**config.mk**
```make
export PLATFORM = sky130hd
export DESIGN_NAME = idm_data_memory
export DESIGN_NICKNAME = d
export VERILOG_FILES = /design/src/rtl/idm_ram.v /design/src/rtl/idm_data_memory.v
export VERILOG_INCLUDE_DIRS = /design/src /design/src/rtl
export SDC_FILE = /design/constraint.sdc
export NUM_CORES = 2
export LEC_CHECK = 0
export BUFFER_PORTS_ARGS = -buffer_cell sky130_fd_sc_hd__buf_4
export CAP_MARGIN = 20
export CORE_UTILIZATION = 60
export DETAILED_ROUTE_END_ITERATION = 8
export PLACE_DENSITY = 0.86
export SYNTH_ARGS = -nofsm -noshare
export SYNTH_HDL_FRONTEND = slang
export SYNTH_SLANG_ARGS = --single-unit
```
**constraint.sdc**
```tcl
create_clock -name sys_clk -period 31.6 [get_ports sys_clk]
set_input_delay 0 -clock sys_clk [delete_from_list [all_inputs] [get_ports sys_clk]]
set_output_delay 0 -clock sys_clk [all_outputs]
set_load 0.02 [all_outputs]
```
**src/rtl/idm_map.vh**
```
// address map, reset values, field positions and command codes of the internal data memory
`ifndef IDM_MAP_VH
`define IDM_MAP_VH

// ---------------------------------------------------------------
// data memory geometry
// ---------------------------------------------------------------
`define IDM_UPPER_BASE 8'h80
`define IDM_BITRAM_BASE 8'h20
`define IDM_BANK_BASE 8'h00

// ---------------------------------------------------------------
// locally held peripheral registers
// ---------------------------------------------------------------
`define IDM_STACK_PTR_ADDR 8'h81
`define IDM_STACK_PTR_RST 8'h07
`define IDM_STATUS_ADDR 8'hd0
`define IDM_STATUS_RST 8'h00
`define IDM_STATUS_BANK_LO 3
`define IDM_STATUS_BANK_HI 4

// ---------------------------------------------------------------
// request kinds from the core
// ---------------------------------------------------------------
`define IDM_OP_DIRECT 2'h0
`define IDM_OP_INDIRECT 2'h1
`define IDM_OP_PUSH 2'h2
`define IDM_OP_POP 2'h3

// ---------------------------------------------------------------
// target of an access
// ---------------------------------------------------------------
`define IDM_TGT_RAM 2'h0
`define IDM_TGT_STACK 2'h1
`define IDM_TGT_STATUS 2'h2
`define IDM_TGT_EXT 2'h3

`endif

```
**src/rtl/idm_ram.v**
```verilog
// single-port byte storage with registered read data
`timescale 1ns/10ps
`default_nettype none

module idm_ram #(
  parameter AW = 8,
  parameter DW = 8
) (
  // clock
  input wire sys_clk,
  // access
  input wire we,
  input wire [AW-1:0] addr,
  input wire [DW-1:0] wdata,
  // read data, one cycle after the address
  output reg [DW-1:0] rdata
);

  reg [DW-1:0] mem [0:(1<<AW)-1];

  // ---------------------------------------------------------------
  // storage
  // ---------------------------------------------------------------
  // write-first is not needed: the owner never reads a byte it writes in the same cycle
  always @(posedge sys_clk) begin
    if (we) begin
      mem[addr] <= wdata;
    end
    rdata <= mem[addr];
  end

endmodule
`default_nettype wire

```
**src/rtl/idm_data_memory.v**
```verilog
// internal data memory: ram, register banks, bit region, stack pointer and space routing
`timescale 1ns/10ps
`include "idm_map.vh"
`default_nettype none

module idm_data_memory (
  // clock and reset
  input wire sys_clk,
  input wire resetn,
  // request from the core
  input wire req_valid,
  input wire [1:0] req_op,
  input wire req_write,
  input wire req_bit,
  input wire req_ptr_sel,
  input wire [7:0] req_addr,
  input wire [7:0] req_wdata,
  input wire req_wbit,
  output reg req_ready,
  // answer to the core
  output reg rsp_valid,
  output reg [7:0] rsp_rdata,
  output reg rsp_rbit,
  // external peripheral register port
  output reg periph_rd,
  output reg periph_wr,
  output reg [7:0] periph_addr,
  output reg [7:0] periph_wdata,
  input wire [7:0] periph_rdata,
  // state seen by the core
  output reg [7:0] stack_pointer,
  output reg [7:0] program_status_word
);

  // ---------------------------------------------------------------
  // sequencer states
  // ---------------------------------------------------------------
  localparam S_IDLE = 3'h0;
  localparam S_PTR = 3'h1;
  localparam S_PTRW = 3'h2;
  localparam S_ACC = 3'h3;
  localparam S_MRG = 3'h4;

  reg [2:0] state_ff;
  reg [2:0] nxt_state;
  reg [1:0] op_ff;
  reg [1:0] nxt_op;
  reg write_ff;
  reg nxt_write;
  reg bit_ff;
  reg nxt_bit;
  reg [2:0] pos_ff;
  reg [2:0] nxt_pos;
  reg [7:0] wdata_ff;
  reg [7:0] nxt_wdata;
  reg wbit_ff;
  reg nxt_wbit;
  reg [7:0] tgt_ff;
  reg [7:0] nxt_tgt;
  reg [1:0] kind_ff;
  reg [1:0] nxt_kind;
  reg [7:0] stk_ptr_ff;
  reg [7:0] nxt_stk_ptr;
  reg [7:0] status_ff;
  reg [7:0] nxt_status;

  // next values of the output flops
  reg nxt_ready;
  reg nxt_rsp_valid;
  reg [7:0] nxt_rsp_rdata;
  reg nxt_rsp_rbit;
  reg nxt_periph_rd;
  reg nxt_periph_wr;
  reg [7:0] nxt_periph_addr;
  reg [7:0] nxt_periph_wdata;

  // decode helpers
  wire [1:0] bank;
  wire [7:0] bit_byte;
  wire [7:0] dir_byte;
  wire [1:0] dir_kind;
  wire [7:0] ptr_loc;
  wire [7:0] stk_inc;
  reg [7:0] rd_val;
  reg [7:0] merged;

  // ram port
  wire mem_we;
  wire [7:0] mem_rdata;

  // ---------------------------------------------------------------
  // address decode
  // ---------------------------------------------------------------
  // active bank straight from the status word
  assign bank = {status_ff[`IDM_STATUS_BANK_HI], status_ff[`IDM_STATUS_BANK_LO]};

  // bit address to its byte: low half into 0x20..0x2f, high half onto an x0/x8 register
  assign bit_byte = req_addr[7] ? {req_addr[7:3], 3'h0} :
                    (`IDM_BITRAM_BASE | {4'h0, req_addr[6:3]});

  // operand type decides bit or byte access
  assign dir_byte = req_bit ? bit_byte : req_addr;

  // direct above 0x7f never reaches upper ram
  assign dir_kind = (dir_byte < `IDM_UPPER_BASE) ? `IDM_TGT_RAM :
                    (dir_byte == `IDM_STACK_PTR_ADDR) ? `IDM_TGT_STACK :
                    (dir_byte == `IDM_STATUS_ADDR) ? `IDM_TGT_STATUS : `IDM_TGT_EXT;

  // register 0 or 1 of the active bank holds the pointer
  assign ptr_loc = `IDM_BANK_BASE | {3'h0, bank, 2'h0, req_ptr_sel};

  // push target is one above the last used location
  assign stk_inc = stk_ptr_ff + 8'h01;

  // ---------------------------------------------------------------
  // read data and merge
  // ---------------------------------------------------------------
  // one mux for every source so bit and byte paths share the merge
  always @* begin
    case (kind_ff)
      `IDM_TGT_RAM: begin
        rd_val = mem_rdata;
      end
      `IDM_TGT_STACK: begin
        rd_val = stk_ptr_ff;
      end
      `IDM_TGT_STATUS: begin
        rd_val = status_ff;
      end
      default: begin
        rd_val = periph_rdata;
      end
    endcase
    // a bit write rewrites the whole byte with one bit replaced
    if (bit_ff) begin
      merged = (rd_val & ~(8'h01 << pos_ff)) | ({7'h00, wbit_ff} << pos_ff);
    end else begin
      merged = wdata_ff;
    end
  end

  // ram write only on the merge cycle of a ram target
  assign mem_we = (state_ff == S_MRG) && write_ff && (kind_ff == `IDM_TGT_RAM);

  // ---------------------------------------------------------------
  // sequencer
  // ---------------------------------------------------------------
  always @* begin
    nxt_state = state_ff;
    nxt_op = op_ff;
    nxt_write = write_ff;
    nxt_bit = bit_ff;
    nxt_pos = pos_ff;
    nxt_wdata = wdata_ff;
    nxt_wbit = wbit_ff;
    nxt_tgt = tgt_ff;
    nxt_kind = kind_ff;
    nxt_stk_ptr = stk_ptr_ff;
    nxt_status = status_ff;
    nxt_rsp_valid = 1'b0;
    nxt_rsp_rdata = rsp_rdata;
    nxt_rsp_rbit = rsp_rbit;
    nxt_periph_rd = 1'b0;
    nxt_periph_wr = 1'b0;
    nxt_periph_addr = periph_addr;
    nxt_periph_wdata = periph_wdata;
    case (state_ff)
      S_IDLE: begin
        // ready is still low on the first edge after reset; a request there is refused
        if (req_valid && req_ready) begin
          nxt_op = req_op;
          nxt_write = req_write;
          nxt_bit = 1'b0;
          nxt_pos = req_addr[2:0];
          nxt_wdata = req_wdata;
          nxt_wbit = req_wbit;
          nxt_kind = `IDM_TGT_RAM;
          case (req_op)
            `IDM_OP_DIRECT: begin
              nxt_bit = req_bit;
              nxt_tgt = dir_byte;
              nxt_kind = dir_kind;
              nxt_periph_rd = (dir_kind == `IDM_TGT_EXT);
              nxt_periph_addr = dir_byte;
              nxt_state = S_ACC;
            end
            `IDM_OP_INDIRECT: begin
              // pointer fetch first; the byte it names is fetched after
              nxt_tgt = ptr_loc;
              nxt_state = S_PTR;
            end
            `IDM_OP_PUSH: begin
              nxt_write = 1'b1;
              nxt_tgt = stk_inc;
              nxt_state = S_ACC;
            end
            default: begin
              nxt_write = 1'b0;
              nxt_tgt = stk_ptr_ff;
              nxt_state = S_ACC;
            end
          endcase
        end
      end
      S_PTR: begin
        // ram is reading the pointer register this cycle
        nxt_state = S_PTRW;
      end
      S_PTRW: begin
        // any pointer value, upper half included, lands in ram
        nxt_tgt = mem_rdata;
        nxt_kind = `IDM_TGT_RAM;
        nxt_state = S_ACC;
      end
      S_ACC: begin
        // target byte is being read; also needed before a bit write
        nxt_state = S_MRG;
      end
      S_MRG: begin
        nxt_rsp_valid = 1'b1;
        nxt_rsp_rdata = rd_val;
        nxt_rsp_rbit = rd_val[pos_ff];
        if (write_ff) begin
          case (kind_ff)
            `IDM_TGT_STACK: begin
              nxt_stk_ptr = merged;
            end
            `IDM_TGT_STATUS: begin
              nxt_status = merged;
            end
            `IDM_TGT_EXT: begin
              nxt_periph_wr = 1'b1;
              nxt_periph_wdata = merged;
            end
            default: begin
              nxt_periph_wr = 1'b0;
            end
          endcase
        end
        // pointer moves only after the stack byte has been handled
        if (op_ff == `IDM_OP_PUSH) begin
          nxt_stk_ptr = tgt_ff;
        end else if (op_ff == `IDM_OP_POP) begin
          nxt_stk_ptr = stk_ptr_ff - 8'h01;
        end
        nxt_state = S_IDLE;
      end
      default: begin
        nxt_state = S_IDLE;
      end
    endcase
    nxt_ready = (nxt_state == S_IDLE);
  end

  // ---------------------------------------------------------------
  // state and output flops
  // ---------------------------------------------------------------
  // every output is a flop so the core sees clean, glitch-free timing
  always @(posedge sys_clk) begin
    if (!resetn) begin
      state_ff <= S_IDLE;
      op_ff <= `IDM_OP_DIRECT;
      write_ff <= 1'b0;
      bit_ff <= 1'b0;
      pos_ff <= 3'h0;
      wdata_ff <= 8'h00;
      wbit_ff <= 1'b0;
      tgt_ff <= 8'h00;
      kind_ff <= `IDM_TGT_RAM;
      stk_ptr_ff <= `IDM_STACK_PTR_RST;
      status_ff <= `IDM_STATUS_RST;
      req_ready <= 1'b0;
      rsp_valid <= 1'b0;
      rsp_rdata <= 8'h00;
      rsp_rbit <= 1'b0;
      periph_rd <= 1'b0;
      periph_wr <= 1'b0;
      periph_addr <= 8'h00;
      periph_wdata <= 8'h00;
      stack_pointer <= `IDM_STACK_PTR_RST;
      program_status_word <= `IDM_STATUS_RST;
    end else begin
      state_ff <= nxt_state;
      op_ff <= nxt_op;
      write_ff <= nxt_write;
      bit_ff <= nxt_bit;
      pos_ff <= nxt_pos;
      wdata_ff <= nxt_wdata;
      wbit_ff <= nxt_wbit;
      tgt_ff <= nxt_tgt;
      kind_ff <= nxt_kind;
      stk_ptr_ff <= nxt_stk_ptr;
      status_ff <= nxt_status;
      req_ready <= nxt_ready;
      rsp_valid <= nxt_rsp_valid;
      rsp_rdata <= nxt_rsp_rdata;
      rsp_rbit <= nxt_rsp_rbit;
      periph_rd <= nxt_periph_rd;
      periph_wr <= nxt_periph_wr;
      periph_addr <= nxt_periph_addr;
      periph_wdata <= nxt_periph_wdata;
      stack_pointer <= nxt_stk_ptr;
      program_status_word <= nxt_status;
    end
  end

  // ---------------------------------------------------------------
  // storage
  // ---------------------------------------------------------------
  // one array for all 256 bytes; upper half is never on the peripheral path
  idm_ram #(
    .AW(8),
    .DW(8)
  ) u_ram (
    .sys_clk(sys_clk),
    .we(mem_we),
    .addr(tgt_ff),
    .wdata(merged),
    .rdata(mem_rdata)
  );

endmodule
`default_nettype wire

```
# --- Yosys cells after proc, flatten, opt, wreduce, memory -nomap -nowiden ---
# Memories as Yosys holds them, arrays and structs flattened. A register that Yosys moved wholly into a read port is not among the register bits.
# Cells that the tools add are included.
classes:
  n_addsub: 2
  eq_ne: 15
  muxes: 28
  order_cmp: 2
  reduce_logical: 19
  multipliers: 0
  bitwise: 3
  shift: 2
  div: 0
op_table:
  columns: ["operator", "n"]
  rows:
  - ["8-bit two-way mux", 8]
  - ["8-bit case mux with 3 select lines", 2]
  - ["8-bit == test, second input constant", 2]
  - ["8-bit case mux with 2 select lines", 1]
  - ["3-bit AND reduction", 5]
  - ["2-bit == test, second input constant", 6]
  - ["3-bit case mux with 4 select lines", 1]
  - ["2-bit two-way mux", 5]
  - ["8-bit by 1-bit adder with 8-bit output, second input constant", 1]
  - ["8-bit bitwise AND", 1]
  - ["8-bit < comparator, second input constant", 1]
  - ["8-bit inverter", 1]
  - ["8-bit bitwise OR", 1]
  - ["1-bit by 3-bit left shift with 8-bit output", 1]
  - ["1-bit by 3-bit left shift with 8-bit output, first input constant", 1]
  - ["8-bit by 1-bit subtractor with 8-bit output, second input constant", 1]
  - ["1-bit two-way mux", 7]
  - ["3-bit by 2-bit == test with 1-bit output, second input constant", 2]
  - ["3-bit logical NOT", 2]
  - ["3-bit nonzero test", 2]
  - ["2-bit by 1-bit == test with 1-bit output, second input constant", 2]
  - ["2-bit logical NOT", 2]
  - ["3-bit by 4-bit < comparator with 1-bit output, second input constant", 1]
  - ["2-bit case mux with 2 select lines", 1]
  - ["other kinds (11)", 14]
totals:
  in_bits: 33
  n_memories: 1
  romBits: 0
  ramBits: 2048
  latchBits: 0
  register_bits: 74
mem_list:
  columns: ["name", "words", "word_bits", "rd", "rd_ports_with_merged_regs", "wr", "line", "source"]
  rows:
  - ["u_ram.mem", 256, 8, 1, 1, 1, "idm_ram.v:19", "reg [DW-1:0] mem [0:(1<<AW)-1];"]

# --- Logic depth before layout (Yosys ltp) ---
depth:
  depth_word: 9
  mapped_depth: 12

# --- By module ---
# Synthesis repeated with hierarchy kept, for this count alone.
hier_totals:
  hier_cells: 4012
  hier_area_um2: 82390.3
by_module_without_submodules:
  columns: ["module", "cells_per_inst", "seq_area_each_um2", "area_per_inst_um2", "instances"]
  rows:
  - ["idm_ram", 3547, 61659.1, 78492.8, 1]
  - ["idm_data_memory", 465, 1481.4, 3897.5, 1]

# --- Least setup slack after synthesis ---
# No wires, ideal clock.
synth_path:
  kind: "reg2reg"
  start: "register kind_ff[0]"
  end: "memory u_ram.mem[0][3], data pin"
  arrival_time_ns: 8.328
  path_slack_ns: 21.672
  setup_time_ns: 1.600
  stages_incl_launch_ff: 6
  cell_sequence: "dfxtp_1 > clkbuf_1 > clkbuf_1 > mux4_2 > mux2i_1 > a21oi_1"
synth_between:
  elab_chain_len: 5
synth_lines:
  columns: ["item", "line", "source"]
  rows:
  - ["start, declared", "idm_data_memory.v:60", "reg [1:0] kind_ff;"]
  - ["start signal, assigned", "idm_data_memory.v:269", "kind_ff <= `IDM_TGT_RAM;"]
  - ["start signal, assigned", "idm_data_memory.v:291", "kind_ff <= nxt_kind;"]
  - ["2-bit == test, or another cell as far along", "idm_data_memory.v:120", "case (kind_ff)"]
  - ["8-bit case mux with 3 select lines *", "idm_data_memory.v:120", null]
  - ["8-bit bitwise AND *", "idm_data_memory.v:136", "merged = (rd_val & ~(8'h01 << pos_ff)) | ({7'h00, wbit_ff} << pos_ff);"]
  - ["8-bit bitwise OR *", "idm_data_memory.v:136", null]
  - ["8-bit two-way mux *", "idm_data_memory.v:135", "if (bit_ff) begin"]
  - ["net merged[3]", "idm_data_memory.v:85", "reg [7:0] merged;"]
  - ["end, declared", "idm_ram.v:19", null]
# Mark *: on every way through the listed nets, which the timed path passes. The rest lies on a longest branch.

==> summary.txt <==
Outcome
  – Status: finished clean

GRT
  – Largest net degree at the start of global routing: 260
  – Total Routing Usage GR: a little over a third
  – Initial antenna violation count: 18
  – Gr ovfl total: 0
  – First-pass GRT wire length: 341000 µm
  – Vias in the first global route: 45700

Min path
  – Hold Path Class: primary input to register
  – Hold EP: stk_ptr_ff[1]$_SDFFE_PN1P_
  – Hold depth: 3
  – Hold path start: resetn

Detailed routing
  – Antenna Nets Post-Route: 0
  – Wire per inst: 39.9 µm
  – Final wirelength: 244000 µm
  – DR pass1 iterations: 7
  – Iteration-0 DRC Markers: 8486
  – DRC: 0
  – Avg Vias per Cell: 7.57
  – DR vias: 46200

Power
  – Max IR drop VDD: 69.4 µV
  – Sequential power share: about half
  – Pwr/cell area: 69.7 nW/µm²
  – P_leak: roughly 28 nW
  – Power share of the clock group: 36.5%
  – Internal power: 4.77 mW
  – Comb pwr share: 14.3%
  – Total net switching power: 1.69 mW
  – Switch share: 26.2%

Floorplan
  – Io pins: 78
  – Core Box Area: 138000 µm²
  – Row count: 136
  – Die Height: 375 µm
  – Die footprint: between 100000 and 150000 µm²
  – Die X: 375 µm
  – Initial Utilization: approximately 61%

Finish
  – Fillcell total: 7463
  – Post-route insts no fill: 6107
  – Area grow syn2layout: 11.3%
  – Final Cell Area: 92800 µm²
  – FF/Latch Area: 63200 µm²
  – Most frequent cells in the layout: edfxtp_1, mux4_2, nor2_1, clkbuf_16, buf_4
  – Multi-input combinational cell area: 19000 µm²
  – Fin nets: 4181
  – Layout cell share with drive strength beyond 1: 24.7%
  – Most common cell after layout, fill and taps aside: edfxtp_1

Logic synthesis
  – Synth warnings: 0
  – Fraction of the mapped netlist area in simple logic gates: 3.44%
  – XOR/XNOR Fraction of Synth Area: 0.116%
  – Ys async rst share: 0%
  – Number of synthesized flops with an enable pin: 2048
  – Dominant synthesized flop cell: edfxtp_1
  – Compound-Gate Fraction of Synth Area: 1.66%
  – Mux cell area share after synthesis: 17.4%
  – Seq/Total Area, Yosys: 75.8%
  – Largest family of logic cells by synthesized area: multiplexers
  – Yosys reg bits: between 2000 and 2500
  – Post-Synthesis Mean Instance Area: 21.0 µm²
  – Post-Synthesis Cells: 3959
  – Count of different cell masters after synthesis: 67
  – Synth Net Count: 3994
  – Mapped Area: 83300 µm²
  – Adder-cell share of the synthesized area: less than 1%

Timing
  – Tightest Pin Transition: 1490 ps
  – Setup violators final: 0
  – Fin Setup TNS: 0 ps
  – Clock Skew: 48.1 ps
  – Max Fclk: approximately 150 MHz
  – Minimum clock period: 6580 ps
  – RSZ-0062 raised after global routing: false
  – Max Slew Vio Count: 0
  – Relative slew slack: less than 1%
  – Fin crit share: about a fifth
  – Fin. Hold Viols: 0
  – Final worst slack: 25020 ps
  – Hold slack final: 53.3 ps

Worst setup path
  – WP data required: 32250 ps
  – Crit path max fanout: 135
  – Worst reg2reg setup slack: around 25000 ps
  – Slowest cell on the critical path: nor4b_1
  – R2R Path Start: tgt_ff[1]$_SDFFE_PN0P_
  – Reg2reg end: u_ram.rdata[1]$_DFF_P_
  – Cells on worst reg2reg path: 10
  – Worst EP arrival: just over 7000 ps
  – Worst Setup Start Kind: register
  – Max incr delay on CP: 1040 ps
  – Worst Path Buf+Inv: 4
  – Critical path endpoint category: register
  – Worst path cell trace: buf_12 > buf_4 > buf_4 > buf_4 > mux4_2 > mux4_2 > nand2_1 > o21ai_1 > nor4b_1 > o221ai_1
  – CP Class: register to register
  – Top Family by Delay on Critical Path: buffers and inverters
  – Most used cell, CP: buf_4
  – CP Depth: 10

Placement
  – RePlAce Congestion: 0.919
  – Pre-CTS setup slack: ~25000 ps
  – Placed cells: around 5700
  – Detail Placement HPWL: between 100000 and 150000 µm
  – I/O Buffers: 77
  – Placed Area: 85700 µm²

Clocking
  – Post-CTS sizing: 0
  – Post-CTS setup buffers: 0
  – Root Buffer: clkbuf_16
  – # H-tree levels: 4
  – Clock buffer depth: 3
  – CTS tree: yes
  – CTS sink cnt: 2130
  – Post-CTS Hold Buffers: 78
  – Cts bufs inserted: between 150 and 200
  – CTS clk-pin slew, worst paths: 70 ps
  – Clock Latency Late Sink: approximately 860 ps

Flow run
  – Max Cap Viol: 0
-- worst min-delay path: stages --
cell	delay [ps]
dlygate4sd3_1	550
buf_4	190
o211ai_1	100
-- metrics by stage --
step,util (%),power (mW)
after floorplan,-,3.82
after global placement,62.2,4.05
after detailed placement,62.2,4.08
after CTS,67.3,6.41
after global routing,67.4,6.55
final,67.4,6.47
-- logic make-up after synthesis --
family          count (synthesis)
flops                        2130
xor+xnor                       11
fa+ha+maj                       2
simple gates                  647
compound gates                210
mux                           697
buf+inv                       262
-- how the worst max path moves through the flow --
stage / end / slack (ps) / from
5_1_grt: u_ram.rdata[1]$_DFF_P_ / 24980 / tgt_ff[1]$_SDFFE_PN0P_
2_1_floorplan: u_ram.mem[0][3]$_DFFE_PP_ / 21670 / kind_ff[0]$_SDFFE_PN0P_
4_1_cts: u_ram.rdata[1]$_DFF_P_ / 25240 / tgt_ff[1]$_SDFFE_PN0P_
3_3_place_gp: u_ram.rdata[3]$_DFF_P_ / 25500 / tgt_ff[1]$_SDFFE_PN0P_
6_report: u_ram.rdata[1]$_DFF_P_ / 25020 / tgt_ff[1]$_SDFFE_PN0P_
3_5_place_dp: u_ram.rdata[3]$_DFF_P_ / 25420 / tgt_ff[1]$_SDFFE_PN0P_
-- sequential cells by signal (all words and copies together) (netlist names) --
| register | cells |
|---|---|
| bit_ff | 1 |
| kind_ff | 2 |
| op_ff | 2 |
| periph_addr | 8 |
| periph_rd | 1 |
| periph_wdata | 8 |
| periph_wr | 1 |
| pos_ff | 3 |
| req_ready | 1 |
| rsp_rbit | 1 |
| rsp_rdata | 8 |
| rsp_valid | 1 |
| state_ff | 3 |
| status_ff | 8 |
| stk_ptr_ff | 8 |
| tgt_ff | 8 |
| u_ram.mem | 2048 |
| u_ram.rdata | 8 |
| wbit_ff | 1 |
| wdata_ff | 8 |
| write_ff | 1 |
-- power groups by stage --
stage          clock (mW)  combinational [mW]  sequential, mW
2_1_floorplan           0               0.585            3.23
3_3_place_gp            0               0.816            3.24
3_5_place_dp            0               0.841            3.24
6_report             2.36               0.922            3.18
4_1_cts              2.35               0.884            3.18
5_1_grt              2.44               0.931            3.18
-- area by class of cell --
cell class                 count  area share (%)
antenna                        8          0.0216
clock buffer                 256            5.67
clock inverter                98           0.971
inverter                      14          0.0566
multi-input combinational   1567            20.4
sequential                  2130            68.1
tap                         1794            2.42
timing repair buffer         240            2.34
-- metal layers --
metal / GRT usage [%] / vias up / share of wire (%)
met5: 0.583 / - / 0.11
met4: 25.7 / 20 / 9.1
met3: 10.9 / 1227 / 14
met2: 52.4 / 5063 / 46
met1: 43.2 / 23200 / 31
li1: - / 16700 / -
-- synthesized netlist by cell type (all sizes together), types with 4 or more instances --
library cell / n / area share, %
edfxtp: 2048 / 74
nand3: 23 / 0.14
a22o: 6 / 0.063
o22ai: 16 / 0.12
mux2: 4 / 0.054
or2: 4 / 0.030
nand2: 133 / 0.60
and2: 8 / 0.060
a211oi: 22 / 0.20
nor3b: 10 / 0.096
mux4: 600 / 16
a31oi: 4 / 0.030
nor4b: 4 / 0.042
o211ai: 4 / 0.036
xnor2: 8 / 0.084
o32ai: 4 / 0.042
nor3: 34 / 0.21
a21oi: 74 / 0.44
nand2b: 20 / 0.15
nand3b: 7 / 0.063
a22oi: 17 / 0.15
mux2i: 93 / 1.1
a21boi: 5 / 0.045
nor4: 9 / 0.068
a211o: 4 / 0.042
o21a: 4 / 0.036
or3: 4 / 0.030
clkbuf: 100 / 0.45
nor2b: 23 / 0.17
nand4: 12 / 0.090
nor2: 338 / 1.5
o21ai: 19 / 0.11
dfxtp: 82 / 2.0
o221ai: 6 / 0.063
inv: 14 / 0.063
and3: 7 / 0.053
buf: 148 / 1.1
a2111oi: 5 / 0.062
o31ai: 5 / 0.045
Note: power is estimated with default switching activity, not from simulation.
